## config.mk

```make
export PLATFORM = sky130hd
export DESIGN_NAME = pfl_ctrl
export DESIGN_NICKNAME = d
export VERILOG_FILES = /design/src/pkg/pfl_pkg.sv /design/src/pkg/pfl_mgmt_if.sv /design/src/hdl/pfl_sync.sv /design/src/hdl/pfl_mdio.sv /design/src/hdl/pfl_ctrl.sv
export SDC_FILE = /design/constraint.sdc
export NUM_CORES = 1
export LEC_CHECK = 0
export BUFFER_PORTS_ARGS = -buffer_cell sky130_fd_sc_hd__buf_2
export CAP_MARGIN = 0
export CORE_MARGIN = 2
export CORE_UTILIZATION = 60
export DETAILED_ROUTE_END_ITERATION = 8
export PLACE_DENSITY = 0.79
export SYNTH_ARGS = -nofsm -noshare
export SYNTH_HDL_FRONTEND = slang
export SYNTH_SLANG_ARGS = --single-unit
```

## constraint.sdc

```tcl
create_clock -name mclk_i -period 2.8 [get_ports mclk_i]
set_input_delay 0.84 -clock mclk_i [delete_from_list [all_inputs] [get_ports mclk_i]]
set_output_delay 0.84 -clock mclk_i [all_outputs]
set_load 0.02 [all_outputs]
```

## src/pkg/pfl_pkg.sv

```systemverilog
// Purpose: constants and types shared by the fast link control block
// Assumes: 20 MHz system clock
// Notes:   register numbers are management register addresses
package pfl_pkg;

    // ********************************
    // register addresses and field positions
    // ********************************
    localparam logic [4:0]  REG_STATUS = 5'h1c;
    localparam logic [4:0]  REG_CTRL   = 5'h1d;
    localparam int          ST_FAST    = 1;
    localparam int          ST_SLOW    = 0;
    localparam int          F_SRST     = 15;
    localparam int          F_TSTA     = 14;
    localparam int          F_TSTB     = 13;
    localparam int          F_TXON     = 12;
    localparam int          F_BLINK    = 11;
    localparam int          F_CRS      = 10;
    localparam int          F_LNKERR   = 9;
    localparam int          F_PKTERR   = 8;
    localparam int          F_STR      = 7;
    localparam int          F_CODEC    = 6;
    localparam int          F_ALIGN    = 5;
    localparam int          F_SCR      = 4;
    localparam int          F_CARIN    = 3;
    localparam int          F_JAM      = 2;
    localparam int          F_FEF      = 1;
    localparam int          F_FIBER    = 0;
    localparam logic [15:0] CTRL_RESET = 16'h1000;

    // ********************************
    // receive error codes and synchroniser lanes
    // ********************************
    localparam logic [3:0]  LINK_ERR_CODE = 4'h2;
    localparam logic [3:0]  PACKET_ERROR_REPORT_ENABLE_CODE  = 4'h3;
    localparam int          S_BLINK  = 0;
    localparam int          S_CRS    = 1;
    localparam int          S_CODEC  = 2;
    localparam int          S_SCR    = 3;
    localparam int          S_CARIN  = 4;
    localparam int          S_FIBER  = 5;
    localparam int          S_MDC    = 6;
    localparam int          S_MDIO   = 7;
    localparam int          SYNC_W   = 8;

    // ********************************
    // timing
    // ********************************
    localparam int          CLK_NS          = 50;
    localparam int          STRETCH_MS      = 42;
    localparam int          STRETCH_CYC_DEF = (STRETCH_MS * 1000000 + CLK_NS - 1) / CLK_NS;
    localparam int          STR_W           = 20;

    // ********************************
    // management frame
    // ********************************
    localparam logic [1:0]  OP_READ   = 2'b10;
    localparam logic [1:0]  OP_WRITE  = 2'b01;
    localparam logic [4:0]  HDR_LAST  = 5'h0b;
    localparam logic [4:0]  DATA_LAST = 5'h0f;

    typedef enum logic [2:0] {MD_IDLE, MD_START, MD_HDR, MD_TA, MD_DATA} pfl_md_state_t;

endpackage

```

## src/pkg/pfl_mgmt_if.sv

```systemverilog
// Purpose: register access strobes between frame engine and register bank
// Assumes: single clock domain
// Notes:   rdata is combinational from the bank
`timescale 1ns/10ps
`default_nettype none
interface pfl_mgmt_if;
    logic        wr;
    logic [4:0]  regad;
    logic [15:0] wdata;
    logic [15:0] rdata;
    modport engine (output wr, regad, wdata, input rdata);
    modport regs   (input wr, regad, wdata, output rdata);
endinterface
`default_nettype wire

```

## src/hdl/pfl_sync.sv

```systemverilog
// Purpose: two stage synchroniser for pin inputs
// Assumes: inputs asynchronous to mclk_i
// Notes:   first stage feeds only the second
`timescale 1ns/10ps
`default_nettype none
module pfl_sync #(
    parameter int W = 8
) (
    input  wire logic         mclk_i,   // system clock
    input  wire logic         arst_n_i, // async reset, low
    input  wire logic [W-1:0] d_i,      // raw pins
    output logic      [W-1:0] q_o       // synchronised
);
    typedef struct packed {
        logic [W-1:0] s1;
        logic [W-1:0] s2;
    } pfl_sync_t;

    pfl_sync_t r;
    pfl_sync_t next_r;

    // shift through both stages
    always_comb
    begin
        next_r.s1 = d_i;
        next_r.s2 = r.s1;
    end

    always_ff @(posedge mclk_i or negedge arst_n_i)
    begin
        if (!arst_n_i)
            r <= '0;
        else
            r <= next_r;
    end

    assign q_o = r.s2;
endmodule
`default_nettype wire

```

## src/hdl/pfl_mdio.sv

```systemverilog
// Purpose: serial management frame engine, slave side
// Assumes: mdc and mdio already synchronised to mclk_i
// Notes:   preamble may be suppressed; mdc high and low >= 3 mclk
`timescale 1ns/10ps
`default_nettype none
module pfl_mdio
    import pfl_pkg::*;
#(
    parameter logic [4:0] PHY_ADDR = 5'h00
) (
    input  wire logic  mclk_i,    // system clock
    input  wire logic  arst_n_i,  // async reset, low
    input  wire logic  mdc_s_i,   // synced mgmt clock
    input  wire logic  mdio_s_i,  // synced mgmt data
    output logic       mdio_o,    // data driven out
    output logic       mdio_oe_o, // drive enable
    pfl_mgmt_if.engine mgmt       // register strobes
);
    typedef struct packed {
        pfl_md_state_t st;
        logic          mdc_d;
        logic [4:0]    cnt;
        logic [15:0]   sh;
        logic          rd;
        logic          hit;
        logic          wr;
        logic [4:0]    regad;
        logic          mdo;
        logic          oe;
    } pfl_md_t;

    pfl_md_t r;
    pfl_md_t next_r;

    // ********************************
    // frame sequencing, one step per mdc rising edge
    // ********************************
    always_comb
    begin
        next_r       = r;
        next_r.wr    = 1'b0;
        next_r.mdc_d = mdc_s_i;
        if (mdc_s_i && !r.mdc_d)
        begin
            unique case (r.st)
                MD_IDLE:
                    if (!mdio_s_i)
                        next_r.st = MD_START;
                MD_START:
                begin
                    next_r.st  = mdio_s_i ? MD_HDR : MD_IDLE;
                    next_r.cnt = '0;
                end
                MD_HDR:
                begin
                    next_r.sh  = {r.sh[14:0], mdio_s_i};
                    next_r.cnt = r.cnt + 5'h01;
                    if (r.cnt == HDR_LAST)
                    begin
                        // op sits in sh[10:9], address in sh[8:4]
                        next_r.st    = MD_TA;
                        next_r.cnt   = '0;
                        next_r.rd    = (r.sh[10:9] == OP_READ);
                        next_r.hit   = (r.sh[8:4] == PHY_ADDR) &&
                                       (r.sh[10:9] == OP_READ || r.sh[10:9] == OP_WRITE);
                        next_r.regad = {r.sh[3:0], mdio_s_i};
                    end
                end
                MD_TA:
                begin
                    next_r.cnt = 5'h01;
                    if (r.cnt == '0)
                    begin
                        // drive the second turnaround bit low
                        next_r.oe  = r.rd && r.hit;
                        next_r.mdo = 1'b0;
                    end
                    else
                    begin
                        next_r.st  = MD_DATA;
                        next_r.cnt = '0;
                        next_r.sh  = {mgmt.rdata[14:0], 1'b0};
                        next_r.mdo = mgmt.rdata[15];
                    end
                end
                MD_DATA:
                begin
                    next_r.cnt = r.cnt + 5'h01;
                    if (r.rd)
                    begin
                        next_r.mdo = r.sh[15];
                        next_r.sh  = {r.sh[14:0], 1'b0};
                    end
                    else
                        next_r.sh = {r.sh[14:0], mdio_s_i};
                    if (r.cnt == DATA_LAST)
                    begin
                        next_r.st = MD_IDLE;
                        next_r.oe = 1'b0;
                        next_r.wr = r.hit && !r.rd;
                    end
                end
            endcase
        end
    end

    always_ff @(posedge mclk_i or negedge arst_n_i)
    begin
        if (!arst_n_i)
            r <= '{st: MD_IDLE, default: '0};
        else
            r <= next_r;
    end

    assign mdio_o      = r.mdo;
    assign mdio_oe_o   = r.oe;
    assign mgmt.wr     = r.wr;
    assign mgmt.regad  = r.regad;
    assign mgmt.wdata  = r.sh;
endmodule
`default_nettype wire

```

## src/hdl/pfl_ctrl.sv

```systemverilog
// Purpose: fast link status and control registers with their port effects
// Assumes: link, activity and receive inputs come from logic on mclk_i
// Notes:   pins pass the synchroniser; all outputs registered
//
// What this block does
// RULE_01 - status bit 1 reads 1 while the 100 Mbit/s transceiver is up
// RULE_02 - status bit 0 reads 1 while the 10 Mbit/s transceiver is up
// RULE_03 - writing 1 to reset bit restores defaults, pulses reset, self clears
// RULE_04 - transmitter-off forces positive pair low, negative high; bit resets to 1
// RULE_05 - indicator blink enabled by register bit or blink input; default 0
// RULE_06 - carrier sense on receive only when select bit or pin set
// RULE_07 - link error enable places link error code on nibble with receive error
// RULE_08 - packet error enable places scrambler-unlocked code with receive error
// RULE_09 - stretch enable extends collision and activity outputs about 42 ms
// RULE_10 - codec bypass bit or pin disables 4B/5B encode and decode
// RULE_11 - aligner bypass bit disables code-group alignment
// RULE_12 - scrambler bypass bit or pin disables scrambling both ways
// RULE_13 - carrier integrity bit or pin enables integrity monitor
// RULE_14 - jam enable ORs integrity jam into collision carrier output
// RULE_15 - far-end fault enable turns on fault detection and sending; default 0
// RULE_16 - software sets far-end fault only without autonegotiation support; here the far-end fault bit is always writable, no autonegotiation check
// RULE_17 - fiber mode when fiber bit or fiber input is 1
// RULE_18 - control reads return last written fields; reset bit reads 0
`timescale 1ns/10ps
`default_nettype none
module pfl_ctrl
    import pfl_pkg::*;
#(
    parameter logic [4:0] PHY_ADDR    = 5'h00,
    parameter int         STRETCH_CYC = STRETCH_CYC_DEF
) (
    input  wire logic       mclk_i,                         // system clock
    input  wire logic       arst_n_i,                       // async reset, low
    input  wire logic       mdc_i,                          // mgmt clock pin
    input  wire logic       mdio_i,                         // mgmt data in
    output logic            mdio_o,                         // mgmt data out
    output logic            mdio_oe_o,                      // mgmt data enable
    input  wire logic       fast_link_up_i,                 // 100M up
    input  wire logic       slow_link_up_i,                 // 10M up
    input  wire logic       tx_pos_i,                       // encoder pos
    input  wire logic       tx_neg_i,                       // encoder neg
    output logic            pair_out_pos_o,                 // pair positive
    output logic            pair_out_neg_o,                 // pair negative
    input  wire logic       indicator_blink_input_i,        // blink pin
    output logic            indicator_blink_o,              // blink enable
    input  wire logic       carrier_sense_receive_only_i,   // crs select pin
    input  wire logic       rx_active_i,                    // receiving
    input  wire logic       tx_active_i,                    // transmitting
    output logic            carrier_sense_out_o,            // carrier sense
    input  wire logic       rx_err_i,                       // receive error
    input  wire logic [3:0] rx_nibble_i,                    // receive data
    input  wire logic       link_fault_i,                   // link error seen
    input  wire logic       scr_unlocked_i,                 // scrambler unlocked
    output logic            receive_error_out_o,            // receive error out
    output logic [3:0]      receive_nibble_o,               // receive data out
    input  wire logic       col_i,                          // collision
    output logic            collision_indicator_o,          // stretched collision
    output logic            transmit_activity_indicator_o,  // stretched tx
    output logic            receive_activity_indicator_o,   // stretched rx
    input  wire logic       codec_bypass_pin_i,             // codec bypass pin
    output logic            codec_bypass_o,                 // codec bypass
    output logic            aligner_bypass_o,               // aligner bypass
    input  wire logic       scrambler_bypass_pin_i,         // scr bypass pin
    output logic            scrambler_bypass_o,             // scr bypass
    input  wire logic       carrier_integrity_enable_i,     // integrity pin
    output logic            carrier_integrity_enable_o,     // integrity on
    input  wire logic       jam_i,                          // integrity jam
    output logic            collision_carrier_out_o,        // collision carrier
    output logic            far_end_fault_enable_o,         // far-end fault on
    input  wire logic       fiber_mode_input_i,             // fiber pin
    output logic            fiber_mode_o,                   // fiber mode
    output logic            soft_reset_o                    // mgmt reset pulse
);
    localparam int CW = STR_W;

    typedef struct packed {
        logic [14:0]        ctl;
        logic               srst;
        logic               pos;
        logic               neg;
        logic               blink;
        logic               crs;
        logic               rxer;
        logic [3:0]         nib;
        logic [2:0]         act;
        logic [2:0][CW-1:0] cnt;
        logic               codec;
        logic               align;
        logic               scr;
        logic               carin;
        logic               colcrs;
        logic               fef;
        logic               fiber;
    } pfl_top_t;

    pfl_top_t       r;
    pfl_top_t       next_r;
    logic [SYNC_W-1:0] sy;
    logic [15:0]    status_word;

    pfl_mgmt_if mgmt ();

    // ********************************
    // pins and management frame engine
    // ********************************
    pfl_sync #(
        .W (SYNC_W)
    ) u_sync (
        .mclk_i   (mclk_i),
        .arst_n_i (arst_n_i),
        .d_i      ({mdio_i, mdc_i, fiber_mode_input_i, carrier_integrity_enable_i,
                    scrambler_bypass_pin_i, codec_bypass_pin_i,
                    carrier_sense_receive_only_i, indicator_blink_input_i}),
        .q_o      (sy)
    );

    pfl_mdio #(
        .PHY_ADDR (PHY_ADDR)
    ) u_mdio (
        .mclk_i    (mclk_i),
        .arst_n_i  (arst_n_i),
        .mdc_s_i   (sy[S_MDC]),
        .mdio_s_i  (sy[S_MDIO]),
        .mdio_o    (mdio_o),
        .mdio_oe_o (mdio_oe_o),
        .mgmt      (mgmt.engine)
    );

    // ********************************
    // read path
    // ********************************
    // link levels are live, nothing latched here
    always_comb
    begin
        status_word          = '0;
        status_word[ST_FAST] = fast_link_up_i;  // see RULE_01
        status_word[ST_SLOW] = slow_link_up_i;  // see RULE_02
    end

    // unmapped addresses read zero; reset bit never stored
    assign mgmt.rdata = (mgmt.regad == REG_STATUS) ? status_word :
                        (mgmt.regad == REG_CTRL)   ? {1'b0, r.ctl} : 16'h0000;  // see RULE_18

    // ********************************
    // register update and port effects
    // ********************************
    always_comb
    begin
        logic [2:0] act_in;
        act_in    = {rx_active_i, tx_active_i, col_i};
        next_r    = r;
        next_r.srst = 1'b0;
        if (mgmt.wr && mgmt.regad == REG_CTRL)
        begin
            if (mgmt.wdata[F_SRST])
            begin
                next_r.ctl  = CTRL_RESET[14:0];  // see RULE_03
                next_r.srst = 1'b1;              // see RULE_03
            end
            else
                next_r.ctl = mgmt.wdata[14:0];   // see RULE_18
        end
        // idle line state when transmitter is off
        next_r.pos   = r.ctl[F_TXON] & tx_pos_i;              // see RULE_04
        next_r.neg   = ~r.ctl[F_TXON] | tx_neg_i;             // see RULE_04
        next_r.blink = r.ctl[F_BLINK] | sy[S_BLINK];          // see RULE_05
        next_r.crs   = rx_active_i |
                       (tx_active_i & ~(r.ctl[F_CRS] | sy[S_CRS]));  // see RULE_06
        // link error wins when both codes apply
        next_r.rxer = rx_err_i;
        if (rx_err_i && r.ctl[F_LNKERR] && link_fault_i)
            next_r.nib = LINK_ERR_CODE;                       // see RULE_07
        else if (rx_err_i && r.ctl[F_PKTERR] && scr_unlocked_i)
            next_r.nib = PACKET_ERROR_REPORT_ENABLE_CODE;                        // see RULE_08
        else
            next_r.nib = rx_nibble_i;
        // counters run always, so enabling mid-idle takes effect at once while a count is still nonzero
        for (int i = 0; i < 3; i++)
        begin
            next_r.cnt[i] = act_in[i] ? CW'(STRETCH_CYC) :
                            (r.cnt[i] != '0) ? r.cnt[i] - 1'b1 : '0;
            next_r.act[i] = act_in[i] | (r.ctl[F_STR] & (r.cnt[i] != '0));  // see RULE_09
        end
        next_r.codec  = r.ctl[F_CODEC] | sy[S_CODEC];         // see RULE_10
        next_r.align  = r.ctl[F_ALIGN];                       // see RULE_11
        next_r.scr    = r.ctl[F_SCR] | sy[S_SCR];             // see RULE_12
        next_r.carin  = r.ctl[F_CARIN] | sy[S_CARIN];         // see RULE_13
        next_r.colcrs = col_i | (jam_i & r.ctl[F_JAM]);       // see RULE_14
        next_r.fef    = r.ctl[F_FEF];                         // see RULE_15
        next_r.fiber  = r.ctl[F_FIBER] | sy[S_FIBER];         // see RULE_17
    end

    always_ff @(posedge mclk_i or negedge arst_n_i)
    begin
        if (!arst_n_i)
            r <= '{ctl: CTRL_RESET[14:0], neg: 1'b1, default: '0};
        else
            r <= next_r;
    end

    // ********************************
    // outputs
    // ********************************
    assign pair_out_pos_o                = r.pos;
    assign pair_out_neg_o                = r.neg;
    assign indicator_blink_o             = r.blink;
    assign carrier_sense_out_o           = r.crs;
    assign receive_error_out_o           = r.rxer;
    assign receive_nibble_o              = r.nib;
    assign collision_indicator_o         = r.act[0];
    assign transmit_activity_indicator_o = r.act[1];
    assign receive_activity_indicator_o  = r.act[2];
    assign codec_bypass_o                = r.codec;
    assign aligner_bypass_o              = r.align;
    assign scrambler_bypass_o            = r.scr;
    assign carrier_integrity_enable_o    = r.carin;
    assign collision_carrier_out_o       = r.colcrs;
    assign far_end_fault_enable_o        = r.fef;
    assign fiber_mode_o                  = r.fiber;
    assign soft_reset_o                  = r.srst;
endmodule
`default_nettype wire

```

==> reports/metrics.cfg, run 1 <==
[cells_and_area]
final_net_count = 677
multi_input_area_um2 = 2520
layoutNonFillerInstCount = 790
area_growth_pct = 14.0
regArea_um2 = 3660
final_layout_size_suffix_gt1_share_pct = 18.0
n_antenna_cell = 0
fillers = 730

[floorplanning]
die-area_um2 = 11500
die_y_um = 107
placementRows = 37
start_util_pct = 61.7
core-area_um2 = 10300
num_io_pins = 47
die_x_um = 107

[synth]
yosys.area_share.simple_pct = 19.2
synth_top_area_share_pct = 56.6
synth_adder_area_share_pct = 1.96
synth_compound_area_share_pct = 10.4
synth_fp_nets = 628
netlist_instances = 593
netlist_area_um2 = 6370
yosysMostFrequentCell = dfrtp_1
netlist.top_cell.by_area = dfrtp_1
ys_warn_count = 0
ys_top_cells_by_count = 144 x dfrtp_1, 64 x nand2_1, 64 x nor2_1
synth-xor-area-share_pct = 6.32
muxShareOfSynthArea_pct = 1.71
synthFlopType = dfrtp_1
ys_async_sr_fraction_pct = 100
yosys-top-cells-area = dfrtp_1 57%, xnor2_1 4.4%, nand2_1 3.8%
yosysSeqAreaShare_pct = 57.4
syn_area_per_cell_um2 = 10.7
synth_top_family_by_area = simple AND/OR/NAND/NOR gates
ys_seq_elements = 146
ys_types = 60
synth_edf_count = 0

[min_path]
worstHoldPathType = input pin to asynchronous set/reset pin

[clock_tree]
htreeDepth = 4
cts_buffer_depth = 2
clk_latency_ps = 530
post_cts_buffers = 0
ctsResizeCount = 0
numCtsBuffers = 17
clkTransAtPathRegs_ps = 60
cts_sinks = 146
postCtsHoldBufs = 0
cts_tree = yes
cts_root_buffer = clkbuf_8

[setup_path]
r2r-start = r[57]
worstSetupEndpointType = flip-flop
path_buf_inv = 0
worstRegToRegCells = 5
worstPathRequired_ps = 3190
r2r_end = r[57]
crit_path_start_kind = flip-flop
cp_top_family = simple AND/OR/NAND/NOR gates
crit_chain = or4_4, and4bb_1, and4b_1, or2_1, nor2_1
worst-setup-path-type = flip-flop to flip-flop
cpPeakStageDelay_ps = 570
cp.arrival_ps = 2690
cp_max_fo = 12
slowest_stage = or4_4
r2r_slack_ps = 500
cp_num_cells = 5

[sta]
skew_ps = 10.3
hold_viol_final = 0
worstMarginPinSlew_ps = 1030
period_share_pct = 82.3
tns_ps = 0
clock.fmax_mhz = 434
finalSetupViolations = 0
min_period_ps = 2300
slew_headroom_pct = 31.4
rsz0062_at_grt = no
slew_violations = 0

[global_route]
grt_antenna_before_repair = 0
grt_max_degree = 57
grt_pass1_wl_um = 21000
grt_pass1_vias = 4598
grtUsageTotal_pct = 23.0
overflow = 0

[drt]
drt-total-wl_um = 12200
wl_per_cell_um = 15.4
drc = 0
drt-initial-drc-count = 331
viasPerCell = 5.68
drtPass1Iterations = 4
ant_nets = 0
vias = 4490

[placement]
gp_congestion = 0.817
dp_hpwl_um = 7970
port_buffers = 46
placedCellCount = 759

[pwr]
p_leak_nw = 3.17
p_per_area_nw_per_um2 = 753
vdd_drop_max_mv = 0.567

[outcome]
status = finished clean

[flow_run]
cap_violations = 0

-- metal layers --
metal | up-vias | GRT usage [%] | wire length (um)
met1 | 2231 | 29.7 | 5520
met3 | 13 | 5.41 | 484
met4 | 0 | 7.51 | 141
li1 | 2143 | - | -
met5 | - | 0 | 0
met2 | 103 | 38.5 | 6040
-- per-stage QoR --
step	total power [mW]	instance area [um^2]	utilization, %	hold slack [ps]	setup slack (ps)
floorplan	3.16	6370	-	331	715
global placement	3.39	6730	65.2	332	598
detailed placement	3.44	6730	65.2	336	532
CTS	5.51	7260	70.4	284	488
global route	5.74	7260	70.4	312	382
finish	5.47	7260	70.4	279	497
-- power breakdown --
group | leakage (nW) | switching [mW] | internal, mW
clock | 0.261 | 0.858 | 1.17
sequential | 1.82 | 0.230 | 2.31
combinational | 1.10 | 0.528 | 0.375
-- worst max-delay path by stage --
| stage | from | endpoint |
|---|---|---|
| floorplan | r[7] | r[21] |
| finish | r[57] | r[57] |
| detailed placement | r[57] | r[49] |
| global route | r[57] | r[57] |
| global placement | r[57] | r[60] |
| CTS | r[57] | r[57] |
-- placed cells by master, fill, tap and decap left out, types with 4 or more instances in the layout --
cell type | Yosys | layout
a22oi_1 | 12 | 12
nand4_1 | 5 | 5
xnor2_1 | 32 | 32
or2_2 | 10 | 10
o21ai_0 | 47 | 47
nand2_1 | 64 | 64
a21oi_1 | 11 | 11
o21bai_1 | 15 | 15
nor2_1 | 64 | 64
nor4_1 | 10 | 10
nor3_1 | 18 | 18
xor2_1 | 14 | 14
nand3_1 | 12 | 12
nand2b_1 | 5 | 5
o31ai_1 | 4 | 4
clkinv_2 | 0 | 5
clkbuf_16 | 0 | 16
or4_1 | 4 | 4
ha_1 | 10 | 10
dfrtp_1 | 144 | 144
inv_1 | 16 | 16
buf_4 | 5 | 6
or3_1 | 4 | 4
mux2_2 | 7 | 7
buf_2 | 4 | 45
nor3b_1 | 4 | 4
-- area by class of cell --
| type | count | share of cell area, % |
|---|---|---|
| inverters | 16 | 0.827 |
| clock inverters | 13 | 1.57 |
| repair buffers | 54 | 4.43 |
| clock buffers | 18 | 5.75 |
| well taps | 136 | 2.34 |
| flip-flops and latches | 146 | 50.3 |
| multi-input cells | 407 | 34.8 |
-- flip-flops by register name, summed over array words and instances, names as in the netlist, 2 cells and up --
name               count
u_sync.next_r          8
u_sync.q_o             8
receive_nibble_o       4
u_mdio.mgmt.regad      5
u_mdio.mgmt.wdata     16
u_mdio.r              11
next_r                 2
r                     73
-- logic make-up after synthesis --
logic type,after synthesis
adder cells (fa/ha/maj),10
multiplexers,10
AO/OA/AOI/OAI,107
buffers and inverters,40
AND/OR/NAND/NOR,234
flip-flops,146
XOR/XNOR,46
(Power assumes the default switching activity.)
==> run 2: changes to the inputs <==
Settings changed: ABC_AREA set to 1, CORE_UTILIZATION 60 to 61, PLACE_DENSITY 0.79 to 0.8.
Clock period 2.8 ns to 2.4 ns, I/O delays scaled along.
==> run 2 against run 1 <==
Sequential cell count stayed put. Clock power grew 19%. Combinational power increased by 16%. Via count is 26% higher. Wire length is 20% higher. Synthesized area increased by 10%. Critical endpoint is now r[18]. Largest cell class unchanged. Largest power group unchanged.
==> reports/metrics.cfg, run 2 <==
[clock_tree]
htreeDepth = 4
clk_latency_ps = 420
cts_tree = yes
cts_root_buffer = clkbuf_16
numCtsBuffers = 17
ctsResizeCount = 0
clkTransAtPathRegs_ps = 60
postCtsHoldBufs = 0
cts_buffer_depth = 2
post_cts_buffers = 0
cts_sinks = 146

[pwr]
p_leak_nw = 3.96
p_per_area_nw_per_um2 = 800
vdd_drop_max_mv = 0.795

[synth]
yosysSeqAreaShare_pct = 52.2
synthFlopType = dfrtp_1
ys_seq_elements = 146
yosys-top-cells-area = dfrtp_1 51%, nand2_1 14%, nor2_1 8.6%
ys_warn_count = 0
synth_edf_count = 0
syn_area_per_cell_um2 = 7.93
yosysMostFrequentCell = nand2_1
netlist_area_um2 = 7010
synth_top_area_share_pct = 51.4
ys_async_sr_fraction_pct = 100
synth_fp_nets = 919
netlist_instances = 884
ys_types = 36
ys_top_cells_by_count = 265 x nand2_1, 160 x nor2_1, 144 x dfrtp_1
netlist.top_cell.by_area = dfrtp_1

[global_route]
grt_max_degree = 51
overflow = 0
grt_antenna_before_repair = 0
grtUsageTotal_pct = 25.7
grt_pass1_vias = 5430
grt_pass1_wl_um = 25600

[setup_path]
cpPeakStageDelay_ps = 410
cp.arrival_ps = 2190
r2r_end = r[18]
r2r_slack_ps = 490
cp_max_fo = 13
worst-setup-path-type = flip-flop to flip-flop
worstPathRequired_ps = 2690
worstRegToRegCells = 6
r2r-start = r[16]
worstSetupEndpointType = flip-flop
crit_path_start_kind = flip-flop
slowest_stage = dfrtp_1
crit_chain = nor2_2, nand2_1, nor2_1, nand3_2, nand2_1, nor2_1

[drt]
drtPass1Iterations = 7
drt-total-wl_um = 14600
drc = 0
viasPerCell = 5.19
drt-initial-drc-count = 381
vias = 5653
ant_nets = 0
wl_per_cell_um = 13.4

[cells_and_area]
final_cell_mix = 265 x nand2_1, 160 x nor2_1, 144 x dfrtp_1
final_layout_size_suffix_gt1_share_pct = 10.8
n_antenna_cell = 0
area_growth_pct = 12.9
layoutNonFillerInstCount = 1089
largest_reg_flops = 73
final_net_count = 971
final_common_cell = nand2_1
fin_area_um2 = 7910
top_register = r

[floorplanning]
core-area_um2 = 11300
die-area_um2 = 12400
start_util_pct = 61.9
die_x_um = 111
num_io_pins = 47
die_y_um = 111
placementRows = 39

[sta]
min_period_ps = 1910
finalSetupViolations = 0
period_share_pct = 79.4
slew_violations = 0
tns_ps = 0
skew_ps = 4.89
hold_viol_final = 0
clock.fmax_mhz = 525
slew_headroom_pct = 64.7
worstMarginPinSlew_ps = 528
rsz0062_at_grt = no

[placement]
placedCellCount = 1060
port_buffers = 46
dp_hpwl_um = 10100
gp_congestion = 0.878
placedInstanceArea_um2 = 7380

[flow_run]
cap_violations = 0

[outcome]
status = finished clean

[min_path]
worstHoldPathType = input pin to asynchronous set/reset pin

[run 2: changes by cell type after synthesis, sizes merged, moves of 7 or more]
| cell | change |
|---|---|
| a22oi | -12 |
| clkbuf | -8 |
| inv | +74 |
| mux2 | -7 |
| nand2 | +202 |
| nand3 | +66 |
| nor2 | +100 |
| nor3 | -11 |
| nor4 | -10 |
| o21ai | -17 |
| o21bai | -13 |
| or4 | -7 |
| xnor2 | -26 |
[run 2: power by group]
group / switching [mW] / internal, mW
clock: 0.982 / 1.43
combinational: 0.708 / 0.347
sequential: 0.203 / 2.66
[run 2: area by class of cell]
class                      count  area [um^2]
inverter                      92          350
tap                          143          179
multi-input combinational    626         2880
fill                         924         3410
timing repair buffer          53          314
sequential                   146         3660
clock buffer                  20          447
clock inverter                 9         87.6
[run 2: how the worst max path moves through the flow]
stage          startpoint     to  slack, ps
2_1_floorplan       r[16]  r[16]        930
3_3_place_gp        r[16]  r[23]        570
3_5_place_dp        r[16]  r[20]        540
4_1_cts             r[16]  r[18]        540
5_1_grt             r[35]  r[37]        280
6_report            r[16]  r[18]        490
[run 2: kinds of logic after synthesis]
| group | synth area share (%) |
|---|---|
| xor gates and xnor gates | 3.25 |
| and+or+nand+nor | 32.0 |
| adders and majority gates | 1.78 |
| buffers and inverters | 6.80 |
| DFF | 52.2 |
| AOI/OAI and AO/OA | 4.05 |
[run 2: through the flow]
step	power (mW)	hold slack, ps	setup slack, ps	util, %
after floorplan	3.67	331	927	-
after global placement	3.92	332	569	65.2
after detailed placement	3.95	335	545	65.2
after CTS	6.38	241	540	69.9
after global routing	6.68	262	275	69.9
final	6.33	228	495	69.9
[run 2: worst max-delay path, delay by kind of cell (launching register included)]
kind | cells | cell delay (ps)
and+or+nand+nor | 6 | 1360
DFF | 1 | 410
[run 2: routing by layer]
metal,vias to the layer above,GRT usage (%),wire length [um]
met2,138,39.1,6800
li1,2851,-,-
met1,2643,36.9,6910
met3,21,6.01,697
met4,0,8.15,219
met5,-,0,0
